### src/usb_mbox_pkg.sv
`default_nettype none

package usb_mbox_pkg;

  // ----------------------------------------------------------------
  // Types
  // ----------------------------------------------------------------
  typedef logic [7:0] data8_t;
  typedef logic [2:0] mbox_idx_t;
  typedef logic [6:0] fifo_count_t;
  typedef logic [5:0] fifo_ptr_t;

  // ----------------------------------------------------------------
  // Bus geometry
  // ----------------------------------------------------------------
  localparam int ADR_W = 18;
  localparam int DAT_W = 32;
  localparam int SEL_W = 4;

  // ----------------------------------------------------------------
  // Register indices, byte address is four times the index
  // ----------------------------------------------------------------
  localparam logic [15:0] IDX_INT_EN0    = 16'h4002;
  localparam logic [15:0] IDX_INT_STAT0  = 16'h4004;
  localparam logic [15:0] IDX_INT_EN1    = 16'h4006;
  localparam logic [15:0] IDX_INT_STAT1  = 16'h4008;
  localparam logic [15:0] IDX_EP1_PTR    = 16'h4010;
  localparam logic [15:0] IDX_EP1_DATA   = 16'h4012;
  localparam logic [15:0] IDX_EP2_PTR    = 16'h4018;
  localparam logic [15:0] IDX_EP2_DATA   = 16'h401a;
  localparam logic [15:0] IDX_EP2_POLL   = 16'h401c;
  localparam logic [15:0] IDX_RXF_DATA   = 16'h4020;
  localparam logic [15:0] IDX_RXF_COUNT  = 16'h4022;

  // ----------------------------------------------------------------
  // Field positions
  // ----------------------------------------------------------------
  localparam int ST0_SUMMARY = 0;
  localparam int ST0_EP1     = 1;
  localparam int ST0_EP2     = 2;
  localparam int ST0_EP3     = 3;
  localparam int ST1_RX_AF   = 0;
  localparam int ST1_TX_AE   = 1;

  // ----------------------------------------------------------------
  // Reset values and limits
  // ----------------------------------------------------------------
  localparam data8_t      POLL_RESET  = 8'hff;
  localparam data8_t      DATA_RESET  = 8'h00;
  localparam mbox_idx_t   PTR_RESET   = 3'h0;
  localparam mbox_idx_t   MBOX_LAST   = 3'h7;
  localparam int          MBOX_DEPTH  = 8;
  localparam int          FIFO_DEPTH  = 64;
  localparam fifo_count_t COUNT_RESET = 7'h00;
  localparam fifo_count_t COUNT_FULL  = 7'h40;

endpackage

`default_nettype wire

### src/mbox_if.sv
`default_nettype none

interface mbox_if;
  import usb_mbox_pkg::*;

  // CPU side
  logic      cpu_access;
  logic      cpu_we;
  data8_t    cpu_wdata;
  logic      ptr_we;
  mbox_idx_t ptr_wdata;
  data8_t    cpu_rdata;
  mbox_idx_t ptr;
  // USB side
  logic      usb_we;
  mbox_idx_t usb_idx;
  data8_t    usb_wdata;
  data8_t    usb_rdata;

  modport ctrl  (output cpu_access, cpu_we, cpu_wdata, ptr_we, ptr_wdata,
                 usb_we, usb_idx, usb_wdata,
                 input  cpu_rdata, ptr, usb_rdata);
  modport store (input  cpu_access, cpu_we, cpu_wdata, ptr_we, ptr_wdata,
                 usb_we, usb_idx, usb_wdata,
                 output cpu_rdata, ptr, usb_rdata);
endinterface

`default_nettype wire

### src/mailbox8.sv
`default_nettype none

module mailbox8
(
  // Clock and reset
  input  wire logic clk_sys,
  input  wire logic rst,
  // Mailbox access
  mbox_if.store     bus
);
  import usb_mbox_pkg::*;

  data8_t    mem [MBOX_DEPTH];
  mbox_idx_t ptr;

  // ----------------------------------------------------------------
  // Storage
  // ----------------------------------------------------------------
  // USB write wins over a CPU write in the same cycle
  always_ff @(posedge clk_sys or posedge rst)
  begin
    if (rst)
    begin
      for (int i = 0; i < MBOX_DEPTH; i++)
        mem[i] <= DATA_RESET;
    end
    else if (bus.usb_we)
      mem[bus.usb_idx] <= bus.usb_wdata;
    else if (bus.cpu_access && bus.cpu_we)
      mem[ptr] <= bus.cpu_wdata;
  end

  // ----------------------------------------------------------------
  // Pointer
  // ----------------------------------------------------------------
  // Steps after each CPU access and wraps after the last byte
  always_ff @(posedge clk_sys or posedge rst)
  begin
    if (rst)
      ptr <= PTR_RESET;
    else if (bus.ptr_we)
      ptr <= bus.ptr_wdata;
    else if (bus.cpu_access)
      ptr <= (ptr == MBOX_LAST) ? PTR_RESET : 3'(ptr + 3'h1);
  end

  // Read paths
  assign bus.cpu_rdata = mem[ptr];
  assign bus.usb_rdata = mem[bus.usb_idx];
  assign bus.ptr       = ptr;
endmodule

`default_nettype wire

### src/usb_endpoint_mailbox_fifo.sv
// Local design decision: the Wishbone slave port.
`default_nettype none

// How it works
// - Enabled receive almost-full status raises interrupt
// - Transmit almost-empty set at threshold byte sent
// - Receive almost-full set on a byte received at threshold count
// - Endpoint 1 pointer selects mailbox byte read
// - Endpoint 1 pointer steps per read, wraps
// - USB loads receive mailbox; CPU reads it
// - Endpoint 1 end of transfer can interrupt CPU
// - Endpoint 2 pointer steps per access, wraps
// - CPU fills transmit mailbox; USB reads it
// - Polling interval register resets to ff
// - CPU pops receive FIFO through data port
// - Count register reports 0 to 64 entries
// - Endpoint 1 end of transfer sets status bit one
// - Endpoint 3 refuses packets while flagged
// - Summary bit shows any upper status set

module usb_endpoint_mailbox_fifo
(
  // Clock and reset
  input  wire logic                          clk_sys,
  input  wire logic                          rst,
  // Wishbone slave
  input  wire logic                          wb_cyc_i,
  input  wire logic                          wb_stb_i,
  input  wire logic                          wb_we_i,
  input  wire logic [usb_mbox_pkg::ADR_W-1:0] wb_adr_i,
  input  wire logic [usb_mbox_pkg::SEL_W-1:0] wb_sel_i,
  input  wire logic [usb_mbox_pkg::DAT_W-1:0] wb_dat_i,
  output logic      [usb_mbox_pkg::DAT_W-1:0] wb_dat_o,
  output logic                               wb_ack_o,
  // Interrupt
  output logic                               irq,
  // Endpoint 1 receive mailbox, USB side
  input  wire logic                          usb_ep1_we,
  input  wire usb_mbox_pkg::mbox_idx_t       usb_ep1_idx,
  input  wire usb_mbox_pkg::data8_t          usb_ep1_data,
  input  wire logic                          usb_ep1_done,
  // Endpoint 2 transmit mailbox, USB side
  input  wire usb_mbox_pkg::mbox_idx_t       usb_ep2_idx,
  output usb_mbox_pkg::data8_t               usb_ep2_data,
  input  wire logic                          usb_ep2_done,
  output usb_mbox_pkg::data8_t               ep2_poll_interval,
  // Endpoint 3 receive FIFO, USB side
  input  wire logic                          usb_ep3_valid,
  input  wire usb_mbox_pkg::data8_t          usb_ep3_data,
  output logic                               usb_ep3_ready,
  input  wire logic                          usb_ep3_done,
  // Transmit FIFO progress and thresholds
  input  wire usb_mbox_pkg::fifo_count_t     tx_count,
  input  wire logic                          tx_byte_sent,
  input  wire usb_mbox_pkg::fifo_count_t     tx_threshold,
  input  wire usb_mbox_pkg::fifo_count_t     rx_threshold
);
  import usb_mbox_pkg::*;

  // ----------------------------------------------------------------
  // Declarations
  // ----------------------------------------------------------------
  logic        take;
  logic        rd;
  logic        wr;
  logic [15:0] word;
  logic        hit_ep1_data;
  logic        hit_ep2_data;
  logic        hit_rxf_data;
  logic [31:0] next_rdata;

  logic [3:1]  stat0;
  logic [3:1]  en0;
  logic [1:0]  stat1;
  logic [1:0]  en1;
  logic [3:1]  set0;
  logic [3:1]  clr0;
  logic [1:0]  set1;
  logic [1:0]  clr1;

  data8_t      poll;

  data8_t      fifo_mem [FIFO_DEPTH];
  fifo_ptr_t   wr_ptr;
  fifo_ptr_t   rd_ptr;
  fifo_count_t rx_count;
  logic        rx_push;
  logic        rx_pop;
  logic        fifo_full;
  logic        fifo_empty;

  mbox_if ep1_bus ();
  mbox_if ep2_bus ();

  // ----------------------------------------------------------------
  // Wishbone slave
  // ----------------------------------------------------------------
  // A request is taken in the cycle before ack, ack lasts one cycle
  assign take = wb_cyc_i && wb_stb_i && !wb_ack_o;
  assign rd   = take && !wb_we_i;
  assign wr   = take && wb_we_i && wb_sel_i[0];
  assign word = wb_adr_i[17:2];

  // Data port decodes, their reads and endpoint 2 writes have side effects
  assign hit_ep1_data = (word == IDX_EP1_DATA);
  assign hit_ep2_data = (word == IDX_EP2_DATA);
  assign hit_rxf_data = (word == IDX_RXF_DATA);

  // Acknowledge every access, mapped or not
  always_ff @(posedge clk_sys or posedge rst)
  begin
    if (rst)
      wb_ack_o <= 1'b0;
    else
      wb_ack_o <= take;
  end

  // Read mux, unmapped and reserved bits read as zero
  always_comb
  begin
    next_rdata = 32'h0000_0000;
    case (word)
      IDX_INT_EN0:   next_rdata[3:1] = en0;
      IDX_INT_STAT0:
      begin
        next_rdata[3:1]         = stat0;
        next_rdata[ST0_SUMMARY] = |stat1;
      end
      IDX_INT_EN1:   next_rdata[1:0] = en1;
      IDX_INT_STAT1: next_rdata[1:0] = stat1;
      IDX_EP1_PTR:   next_rdata[2:0] = ep1_bus.ptr;
      IDX_EP1_DATA:  next_rdata[7:0] = ep1_bus.cpu_rdata;
      IDX_EP2_PTR:   next_rdata[2:0] = ep2_bus.ptr;
      IDX_EP2_DATA:  next_rdata[7:0] = ep2_bus.cpu_rdata;
      IDX_EP2_POLL:  next_rdata[7:0] = poll;
      IDX_RXF_DATA:  next_rdata[7:0] = fifo_empty ? DATA_RESET : fifo_mem[rd_ptr];
      IDX_RXF_COUNT: next_rdata[6:0] = rx_count;
      default:       next_rdata = 32'h0000_0000;
    endcase
  end

  // Read data is held from the ack until the next read
  always_ff @(posedge clk_sys or posedge rst)
  begin
    if (rst)
      wb_dat_o <= 32'h0000_0000;
    else if (rd)
      wb_dat_o <= next_rdata;
  end

  // ----------------------------------------------------------------
  // Interrupt enables
  // ----------------------------------------------------------------
  // Enable registers steer the interrupt output
  always_ff @(posedge clk_sys or posedge rst)
  begin
    if (rst)
    begin
      en0 <= 3'h0;
      en1 <= 2'h0;
    end
    else if (wr)
    begin
      if (word == IDX_INT_EN0)
        en0 <= wb_dat_i[3:1];
      if (word == IDX_INT_EN1)
        en1 <= wb_dat_i[1:0];
    end
  end

  // ----------------------------------------------------------------
  // Event status
  // ----------------------------------------------------------------
  // Hardware events, the set wins over a clear in the same cycle
  assign set0[ST0_EP1] = usb_ep1_done;
  assign set0[ST0_EP2] = usb_ep2_done;
  assign set0[ST0_EP3] = usb_ep3_done;
  assign set1[ST1_RX_AF] = rx_push && (rx_count == rx_threshold);
  assign set1[ST1_TX_AE] = tx_byte_sent && (tx_count == tx_threshold);

  // Write one to clear
  assign clr0 = (wr && word == IDX_INT_STAT0) ? wb_dat_i[3:1] : 3'h0;
  assign clr1 = (wr && word == IDX_INT_STAT1) ? wb_dat_i[1:0] : 2'h0;

  // Lower status flags
  always_ff @(posedge clk_sys or posedge rst)
  begin
    if (rst)
      stat0 <= 3'h0;
    else
      stat0 <= (stat0 & ~clr0) | set0;
  end

  // Upper status flags
  always_ff @(posedge clk_sys or posedge rst)
  begin
    if (rst)
      stat1 <= 2'h0;
    else
      stat1 <= (stat1 & ~clr1) | set1;
  end

  // Level interrupt while any enabled flag stands
  assign irq = |(stat0 & en0) || |(stat1 & en1);

  // ----------------------------------------------------------------
  // Endpoint 1 receive mailbox
  // ----------------------------------------------------------------
  // CPU only reads, USB only writes
  assign ep1_bus.cpu_access = rd && hit_ep1_data;
  assign ep1_bus.cpu_we     = 1'b0;
  assign ep1_bus.cpu_wdata  = DATA_RESET;
  assign ep1_bus.ptr_we     = 1'b0;
  assign ep1_bus.ptr_wdata  = PTR_RESET;
  assign ep1_bus.usb_we     = usb_ep1_we;
  assign ep1_bus.usb_idx    = usb_ep1_idx;
  assign ep1_bus.usb_wdata  = usb_ep1_data;

  mailbox8 ep1_mbox
  (
    .clk_sys (clk_sys),
    .rst     (rst),
    .bus     (ep1_bus.store)
  );

  // ----------------------------------------------------------------
  // Endpoint 2 transmit mailbox
  // ----------------------------------------------------------------
  // CPU reads and writes, USB only reads
  assign ep2_bus.cpu_access = (rd || wr) && hit_ep2_data;
  assign ep2_bus.cpu_we     = wr;
  assign ep2_bus.cpu_wdata  = wb_dat_i[7:0];
  assign ep2_bus.ptr_we     = wr && (word == IDX_EP2_PTR);
  assign ep2_bus.ptr_wdata  = wb_dat_i[2:0];
  assign ep2_bus.usb_we     = 1'b0;
  assign ep2_bus.usb_idx    = usb_ep2_idx;
  assign ep2_bus.usb_wdata  = DATA_RESET;

  mailbox8 ep2_mbox
  (
    .clk_sys (clk_sys),
    .rst     (rst),
    .bus     (ep2_bus.store)
  );

  // Byte toward USB, one cycle behind the index
  always_ff @(posedge clk_sys or posedge rst)
  begin
    if (rst)
      usb_ep2_data <= DATA_RESET;
    else
      usb_ep2_data <= ep2_bus.usb_rdata;
  end

  // Polling interval, also driven out on ep2_poll_interval
  always_ff @(posedge clk_sys or posedge rst)
  begin
    if (rst)
      poll <= POLL_RESET;
    else if (wr && word == IDX_EP2_POLL)
      poll <= wb_dat_i[7:0];
  end

  assign ep2_poll_interval = poll;

  // ----------------------------------------------------------------
  // Endpoint 3 receive FIFO
  // ----------------------------------------------------------------
  assign fifo_full  = (rx_count == COUNT_FULL);
  assign fifo_empty = (rx_count == COUNT_RESET);

  // No new bytes while full or while the endpoint 3 done flag stands uncleared
  assign usb_ep3_ready = !fifo_full && !stat0[ST0_EP3];
  assign rx_push       = usb_ep3_valid && usb_ep3_ready;
  assign rx_pop        = rd && hit_rxf_data && !fifo_empty;

  // Storage
  always_ff @(posedge clk_sys)
  begin
    if (rx_push)
      fifo_mem[wr_ptr] <= usb_ep3_data;
  end

  // Pointers wrap naturally at the depth
  always_ff @(posedge clk_sys or posedge rst)
  begin
    if (rst)
    begin
      wr_ptr <= 6'h00;
      rd_ptr <= 6'h00;
    end
    else
    begin
      if (rx_push)
        wr_ptr <= 6'(wr_ptr + 6'h01);
      if (rx_pop)
        rd_ptr <= 6'(rd_ptr + 6'h01);
    end
  end

  // Live entry count
  always_ff @(posedge clk_sys or posedge rst)
  begin
    if (rst)
      rx_count <= COUNT_RESET;
    else if (rx_push && !rx_pop)
      rx_count <= 7'(rx_count + 7'h01);
    else if (rx_pop && !rx_push)
      rx_count <= 7'(rx_count - 7'h01);
  end
endmodule

`default_nettype wire

### config.mk
export PLATFORM = sky130hd
export DESIGN_NAME = usb_endpoint_mailbox_fifo
export DESIGN_NICKNAME = d
export VERILOG_FILES = /design/src/usb_mbox_pkg.sv /design/src/mbox_if.sv /design/src/mailbox8.sv /design/src/usb_endpoint_mailbox_fifo.sv
export SDC_FILE = /design/constraint.sdc
export NUM_CORES = 1
export LEC_CHECK = 0
export CAP_MARGIN = 20
export CORE_MARGIN = 5
export CORE_UTILIZATION = 36
export CTS_BUF_LIST = sky130_fd_sc_hd__clkbuf_4
export DETAILED_ROUTE_END_ITERATION = 12
export DONT_BUFFER_PORTS = 1
export PLACE_DENSITY = 0.48
export SLEW_MARGIN = 20
export SYNTH_ARGS = -nofsm -noshare
export SYNTH_HDL_FRONTEND = slang
export SYNTH_SLANG_ARGS = --single-unit
### constraint.sdc
create_clock -name clk_sys -period 14.1 [get_ports clk_sys]
set_input_delay 0.705 -clock clk_sys [delete_from_list [all_inputs] [get_ports clk_sys]]
set_output_delay 0.705 -clock clk_sys [all_outputs]
set_load 0.05 [all_outputs]
==> results of run 1 <==
layout by cell type (no fill, tap or decap), types with 21 or more instances in the layout:
cell                            netlist  layout
sky130_fd_sc_hd__nand2_1             56      56
sky130_fd_sc_hd__dfrtp_1            180     177
sky130_fd_sc_hd__mux2_2             159     159
sky130_fd_sc_hd__nor2_1              94      94
sky130_fd_sc_hd__a21oi_1             30      30
sky130_fd_sc_hd__nand3_1             24      24
sky130_fd_sc_hd__o21ai_0             56      56
sky130_fd_sc_hd__o22ai_1             26      26
sky130_fd_sc_hd__buf_4               24      21
sky130_fd_sc_hd__edfxtp_1           512     512
sky130_fd_sc_hd__mux2i_1            112     112
sky130_fd_sc_hd__clkbuf_4             0     277
sky130_fd_sc_hd__mux4_2             128     128
sky130_fd_sc_hd__dlygate4sd3_1        1      48
sky130_fd_sc_hd__conb_1               1      24
sky130_fd_sc_hd__clkinv_1             0      31
layout make-up:
type                    instances  area share, %
diodes                          4         0.0297
clock buffers                 277           6.17
clock inverters                46          0.732
inverters                      11          0.145
multi-input cells             938           26.7
flip-flops and latches        700           59.7
well taps                    1070           3.97
repair buffers                 77           2.55
sequential cells by signal (all words and copies together), names as in the netlist:
name,count
fifo_mem,512
ep1_mbox.mem,64
ep2_mbox.mem,64
ep2_poll_interval,8
usb_ep2_data,8
wb_dat_o,8
rx_count,7
rd_ptr,6
wr_ptr,6
en0,3
ep1_mbox.bus.ptr,3
ep2_mbox.bus.ptr,3
stat0,3
en1,2
stat1,2
wb_ack_o,1
cells in the mapped netlist, drive strengths merged (3+ instances only):
library cell,number,area share [%]
dfrtp,180,15
a21o,4,0.10
a2111oi,4,0.12
buf,69,1.3
nand4,9,0.19
a31oi,10,0.21
o221ai,18,0.53
dfstp,8,0.71
nor2b,9,0.19
ha,12,0.51
xor2,11,0.32
xnor2,17,0.50
mux4,128,9.7
and3,9,0.19
o21ai,56,0.95
nand2b,5,0.11
nand2,57,0.73
a211oi,20,0.51
edfxtp,512,52
and2,4,0.084
or2,4,0.084
nor4,5,0.11
mux2,159,6.0
inv,11,0.14
a221oi,4,0.12
nand4b,5,0.15
or3,8,0.17
nand3,25,0.44
nor3b,5,0.13
a21oi,30,0.51
nor3,12,0.22
nor2,102,1.4
o22ai,26,0.55
nand3b,5,0.13
a22oi,10,0.25
mux2i,112,3.8
clkbuf,53,0.71
a32o,4,0.14
a222oi,3,0.10
timing repair:
item / CTS / global route
hold endpoints to repair: 787 / 0
buffers inserted: 0 / 0
hold buffers: 56 / 0
critical path, stage by stage, from the launching register on:
cell and delay [ps]:
sky130_fd_sc_hd__dfrtp_4 750, sky130_fd_sc_hd__buf_4 730, sky130_fd_sc_hd__buf_4 690, sky130_fd_sc_hd__mux4_2 420, sky130_fd_sc_hd__a211oi_1 430, sky130_fd_sc_hd__o21ai_0 170, sky130_fd_sc_hd__and3_1 230, sky130_fd_sc_hd__a31oi_1 520
sky130_fd_sc_hd__a21oi_1 150
where the power goes:
group | switching, mW | total [mW] | internal (mW) | leakage [nW]
sequential | 0.0472 | 2.31 | 2.26 | 7.03
combinational | 0.102 | 0.183 | 0.0804 | 3.01
clock | 0.820 | 1.75 | 0.928 | 1.40
metrics by stage:
stage          setup slack, ps  util [%]  hold slack (ps)
2_1_floorplan             8290         -              459
3_3_place_gp              9700      37.4              483
3_5_place_dp              9720      37.4              489
4_1_cts                   9770      41.1             2.24
5_1_grt                   9650      41.2             64.2
6_report                  9780      41.2              153
per-layer routing:
metal | vias up | global-route usage, % | part of all wire [%]
li1 | 7353 | - | -
met1 | 8654 | 23.0 | 43
met2 | 510 | 27.6 | 48
met3 | 109 | 4.72 | 6.4
met4 | 0 | 5.71 | 2.0
met5 | - | 0 | 0
cells by family (layout without fill, tap and decap cells):
group,after synthesis,count (layout),synth area share (%)
AO/OA/AOI/OAI,202,202,4.47
XOR/XNOR,28,28,0.827
adder cells (fa/ha/maj),13,13,0.574
buffers and inverters,134,411,2.21
flip-flops,700,700,67.8
multiplexers,399,399,19.5
other,1,28,0.0126
AND/OR/NAND/NOR,272,272,4.61
final timing paths:
check	slack, ps	endpoint	cells after the start
worst max-delay path	9780	wb_dat_o[7]$_DFFE_PP0P_	8
worst min-delay path	150	stat1[0]$_DFF_PP0_	3
worst max register to register	9780	wb_dat_o[7]$_DFFE_PP0P_	8
worst min register to register	500	ep1_mbox.mem[44]$_DFFE_PP0P_	1
max in group asynchronous	12190	wb_dat_o[1]$_DFFE_PP0P_	3
min in group asynchronous	450	ep1_mbox.mem[26]$_DFFE_PP0P_	2
==> impl_metrics.env, run 1 <==
export IMPL_worst_voltage_drop_across_the_vdd_grid_v=0.0000713
export IMPL_critPathKind="reg -> reg"
export IMPL_finish_instance_area_um2=33700
export IMPL_filler_cell_count=7548
export IMPL_status="finished clean"
export IMPL_cts_tree="done"
export IMPL_clk_insertion_delay_late_ps=990
export IMPL_slew_limit_headroom_pct=30.3
export IMPL_count_of_flip_flops_with_a_built_in_enable_after_synthesis=512
export IMPL_synth_seq_cells=700
export IMPL_cts_buffers_inserted=185
export IMPL_ys_seq_area_share_pct=67.8
export IMPL_number_of_standard_cells_after_synthesis=1749
export IMPL_min_delay_start="rx_threshold[6]"
export IMPL_post_cts_resized_instances=0
export IMPL_drv_cap=0
export IMPL_postRouteWirelength_um=76600
export IMPL_nNetsFinal=2034
export IMPL_synth_area_per_cell_um2=17.0
export IMPL_portBuffers=0
export IMPL_clk_path_buf_depth=3
export IMPL_path_clk_slew_ps=70
export IMPL_achievable_frequency_mhz=232
export IMPL_holdCritPathClass="in -> reg"
export IMPL_finalHoldViolations=0
export IMPL_sequential_standard_cell_area_um2=20100
export IMPL_place_congestion=0.856
export IMPL_cts_root_buffer="sky130_fd_sc_hd__clkbuf_4"
export IMPL_placed_cells=2740
export IMPL_floorplan_io_pins=159
export IMPL_remaining_global_route_overflow=0
export IMPL_timing_clock_skew_ps=44.3
export IMPL_ys_flop_type="sky130_fd_sc_hd__edfxtp_1"
export IMPL_grt_antenna_before_repair=3
export IMPL_fp_dieH_um=297
export IMPL_track_usage_pct=17.2
export IMPL_std_cell_rows=105
export IMPL_die_outline_area_um2=88200
export IMPL_grt_setup_unrepaired="false"
export IMPL_cts_max_level=4
export IMPL_post_route_cells_drive_above_1_share_pct=31.5
export IMPL_drt_antenna_violating_nets=0
export IMPL_crit_path_start_kind="register"
export IMPL_total_power_mw=4.24
export IMPL_number_of_global_route_vias_before_repair=17600
export IMPL_tritoncts_num_sinks=700
export IMPL_syn_cell_area_um2=29700
export IMPL_place_area_um2=30600
export IMPL_first_iter_violations=998
export IMPL_routedWlPerCell_um=24.5
export IMPL_grt_pass1_wl_um=115000
export IMPL_timing_rr_start="rd_ptr[1]$_DFFE_PP0P_"
export IMPL_end_kind="register"
export IMPL_tightest_slew_ps=1040
export IMPL_flow_area_growth_from_synthesis_pct=13.6
export IMPL_yosys_cell_types_count=69
export IMPL_die_width_um=297
export IMPL_core_area_um2=81800
export IMPL_total_via_count_after_detailed_routing=16600
export IMPL_worstPathMaxFanout=49
export IMPL_setup_tns_final_ps=0
export IMPL_asyncSetResetFlopFracSynth_pct=26.9
export IMPL_timing_critical_path_arrival_ps=5140
export IMPL_setup_worst_path_start="rd_ptr[1]$_DFFE_PP0P_"
export IMPL_place_detailed_hpwl_um=45700
export IMPL_drc_markers=0
export IMPL_detailedRoute_firstPassIterationCount=5
export IMPL_final_max_slew_viol_count=0
export IMPL_final_critical_path_share_of_the_clock_period_pct=30.6
export IMPL_post_drt_via_cell_ratio=5.32
export IMPL_pwr_density_cell_nw_per_um2=126
export IMPL_start_util_pct=36.2
export IMPL_power_static_leakage_nw=11.4
export IMPL_setup_viol_count_final=0
export IMPL_warnings_synthesis=0
export IMPL_worstPathRequired_ps=14920
export IMPL_grt_start_max_net_pins=121
export IMPL_instances_no_fill=3123
export IMPL_finalCriticalPeriod_ps=4320
export IMPL_multi_input_area_um2=9010
No activity file was read; power rests on OpenSTA's default activity.
==> run 2, diff against run 1 <==
PLACE_DENSITY = 0.5   (was 0.48)
clock period = 3.7 ns   (was 14.1 ns; I/O delays follow)
==> impl_metrics.env, run 2 (synthesized netlist as in run 1, its figures left out) <==
export IMPL_remaining_global_route_overflow=0
export IMPL_cts_tree="done"
export IMPL_crit_buf_inv=2
export IMPL_floorplan_io_pins=159
export IMPL_critPathKind="reg -> reg"
export IMPL_top_register_by_number_of_flip_flops="fifo_mem"
export IMPL_crit_path_max_incr_delay_ps=640
export IMPL_std_cell_rows=105
export IMPL_final_max_slew_viol_count=0
export IMPL_nNetsFinal=2158
export IMPL_final_core_util_pct=42.7
export IMPL_post_drt_via_cell_ratio=5.25
export IMPL_flow_area_growth_from_synthesis_pct=18.0
export IMPL_critPathTopFamily="buffers and inverters"
export IMPL_number_of_global_route_vias_before_repair=18000
export IMPL_worstPathRequired_ps=4540
export IMPL_leading_cell_types_in_the_layout_fill_and_taps_excluded="sky130_fd_sc_hd__edfxtp_1 (512), sky130_fd_sc_hd__clkbuf_4 (274), sky130_fd_sc_hd__dfrtp_1 (177)"
export IMPL_tightest_slew_ps=995
export IMPL_slew_limit_headroom_pct=33.5
export IMPL_critical_path_slowest_cell="sky130_fd_sc_hd__dlygate4sd3_1"
export IMPL_drc_markers=0
export IMPL_cts_max_level=4
export IMPL_critical_path_cell_list="and3b_1 -> nor2b_1 -> dlygate4sd3_1 -> o21ai_0 -> nor3_2 -> o21ai_0 -> dlygate4sd3_1 -> o22ai_1 -> a31oi_1"
export IMPL_largest_regs="fifo_mem (512), ep1_mbox.mem (64), ep2_mbox.mem (64)"
export IMPL_final_critical_path_share_of_the_clock_period_pct=91.8
export IMPL_timing_critical_path_arrival_ps=4230
export IMPL_status="finished clean"
export IMPL_pwr_density_cell_nw_per_um2=467
export IMPL_grt_start_max_net_pins=71
export IMPL_die_outline_area_um2=88200
export IMPL_cts_buffers_inserted=187
export IMPL_start_util_pct=36.2
export IMPL_core_area_um2=81800
export IMPL_post_route_cells_drive_above_1_share_pct=32.5
export IMPL_portBuffers=0
export IMPL_achievable_frequency_mhz=294
export IMPL_postRouteWirelength_um=77300
export IMPL_finalCriticalPeriod_ps=3400
export IMPL_track_usage_pct=17.4
export IMPL_end_kind="register"
export IMPL_finalHoldViolations=0
export IMPL_grt_pass1_wl_um=116000
export IMPL_worstSetupPathDepth=9
export IMPL_largest_register_ff_count=512
export IMPL_total_via_count_after_detailed_routing=17100
export IMPL_layout_commonest_cell="sky130_fd_sc_hd__edfxtp_1"
export IMPL_timing_clock_skew_ps=59.3
export IMPL_clk_path_buf_depth=3
export IMPL_setup_tns_final_ps=0
export IMPL_first_iter_violations=1107
export IMPL_clk_insertion_delay_late_ps=980
export IMPL_drv_cap=0
export IMPL_routedWlPerCell_um=23.7
export IMPL_power_static_leakage_nw=12.1
export IMPL_ff2ff_path_depth=9
export IMPL_fp_dieH_um=297
export IMPL_tritoncts_num_sinks=700
export IMPL_holdCritPathClass="in -> reg"
export IMPL_crit_path_start_kind="register"
export IMPL_path_clk_slew_ps=60
export IMPL_worst_voltage_drop_across_the_vdd_grid_v=0.000245
export IMPL_setup_viol_count_final=0
export IMPL_worstPathMaxFanout=5
export IMPL_cts_root_buffer="sky130_fd_sc_hd__clkbuf_4"
export IMPL_detailedRoute_firstPassIterationCount=5
export IMPL_die_width_um=297
export IMPL_grt_antenna_before_repair=6
export IMPL_drt_antenna_violating_nets=0
export IMPL_grt_setup_unrepaired="false"
export IMPL_instance_count_along_the_most_critical_hold_path=2
export IMPL_cts_setup_buffers=0
export IMPL_place_congestion=0.893
export IMPL_place_detailed_hpwl_um=47400
## run 2: cell types whose count changed in the layout (fill, tap and decap cells not counted), sizes merged
cell         change
clkbuf           -3
dlygate4sd3     +59
buf             +63
diode            +6
bufinv           +2
clkinvlp         +1
inv              -5
clkinv          +15
## run 2: metal layers
layer	wire [um]	GRT usage, %
met1	32500	22.7
met2	37400	28.0
met3	5560	5.50
met4	1830	5.66
met5	0	0
## run 2: through the flow
step	hold slack [ps]	std cells	instance area, um^2	power [mW]	setup WS (ps)
2_1_floorplan	277	1772	29700	9.36	127
3_3_place_gp	223	2801	31200	9.44	289
3_5_place_dp	235	2801	31200	9.46	315
4_1_cts	3.95	3251	34900	16.6	191
5_1_grt	40.1	3258	35000	17.2	66.0
6_report	139	3261	35000	16.4	304
## run 2: report_power, final
group | internal [mW] | total [mW] | leakage, nW | switching, mW
Clock | 3.67 | 6.77 | 1.43 | 3.10
Combinational | 0.371 | 0.786 | 3.63 | 0.415
Sequential | 8.62 | 8.80 | 7.03 | 0.180
Total | 12.7 | 16.4 | 12.1 | 3.70
## run 2: cell type report
type,count,area [um^2]
well taps,1070,1340
flip-flops and latches,700,20100
inverters,11,45.0
clock inverters,59,355
clock buffers,274,2060
multi-input cells,938,9000
repair buffers,199,2060
fillers,7448,46900
diodes,10,25.0
## run 2: worst paths after layout
kind,end,startpoint,slack [ps]
setup / recovery,wb_dat_o[1]$_DFFE_PP0P_,wb_ack_o$_DFF_PP0_,300
setup reg to reg,wb_dat_o[1]$_DFFE_PP0P_,wb_ack_o$_DFF_PP0_,300
max in group asynchronous,ep1_mbox.mem[26]$_DFFE_PP0P_,rst,2790
hold reg to reg,ep1_mbox.mem[25]$_DFFE_PP0P_,ep1_mbox.mem[25]$_DFFE_PP0P_,500
hold / removal,ep1_mbox.mem[42]$_DFFE_PP0P_,usb_ep1_data[2],140
min in group asynchronous,ep1_mbox.mem[36]$_DFFE_PP0P_,rst,420
## run 2: worst reg2reg max path, stage by stage, from the launching register on
cell and delay (ps):
sky130_fd_sc_hd__dfrtp_1 560, sky130_fd_sc_hd__and3b_1 360, sky130_fd_sc_hd__nor2b_1 140, sky130_fd_sc_hd__dlygate4sd3_1 610, sky130_fd_sc_hd__o21ai_0 160, sky130_fd_sc_hd__nor3_2 440, sky130_fd_sc_hd__o21ai_0 190, sky130_fd_sc_hd__dlygate4sd3_1 640
sky130_fd_sc_hd__o22ai_1 140, sky130_fd_sc_hd__a31oi_1 60
## run 2: repair_timing
action	4_1_cts	5_1_grt
setup endpoints to repair	0	2
resized for setup	0	3
endpoints found under the hold margin	886	0
hold buffers	117	0
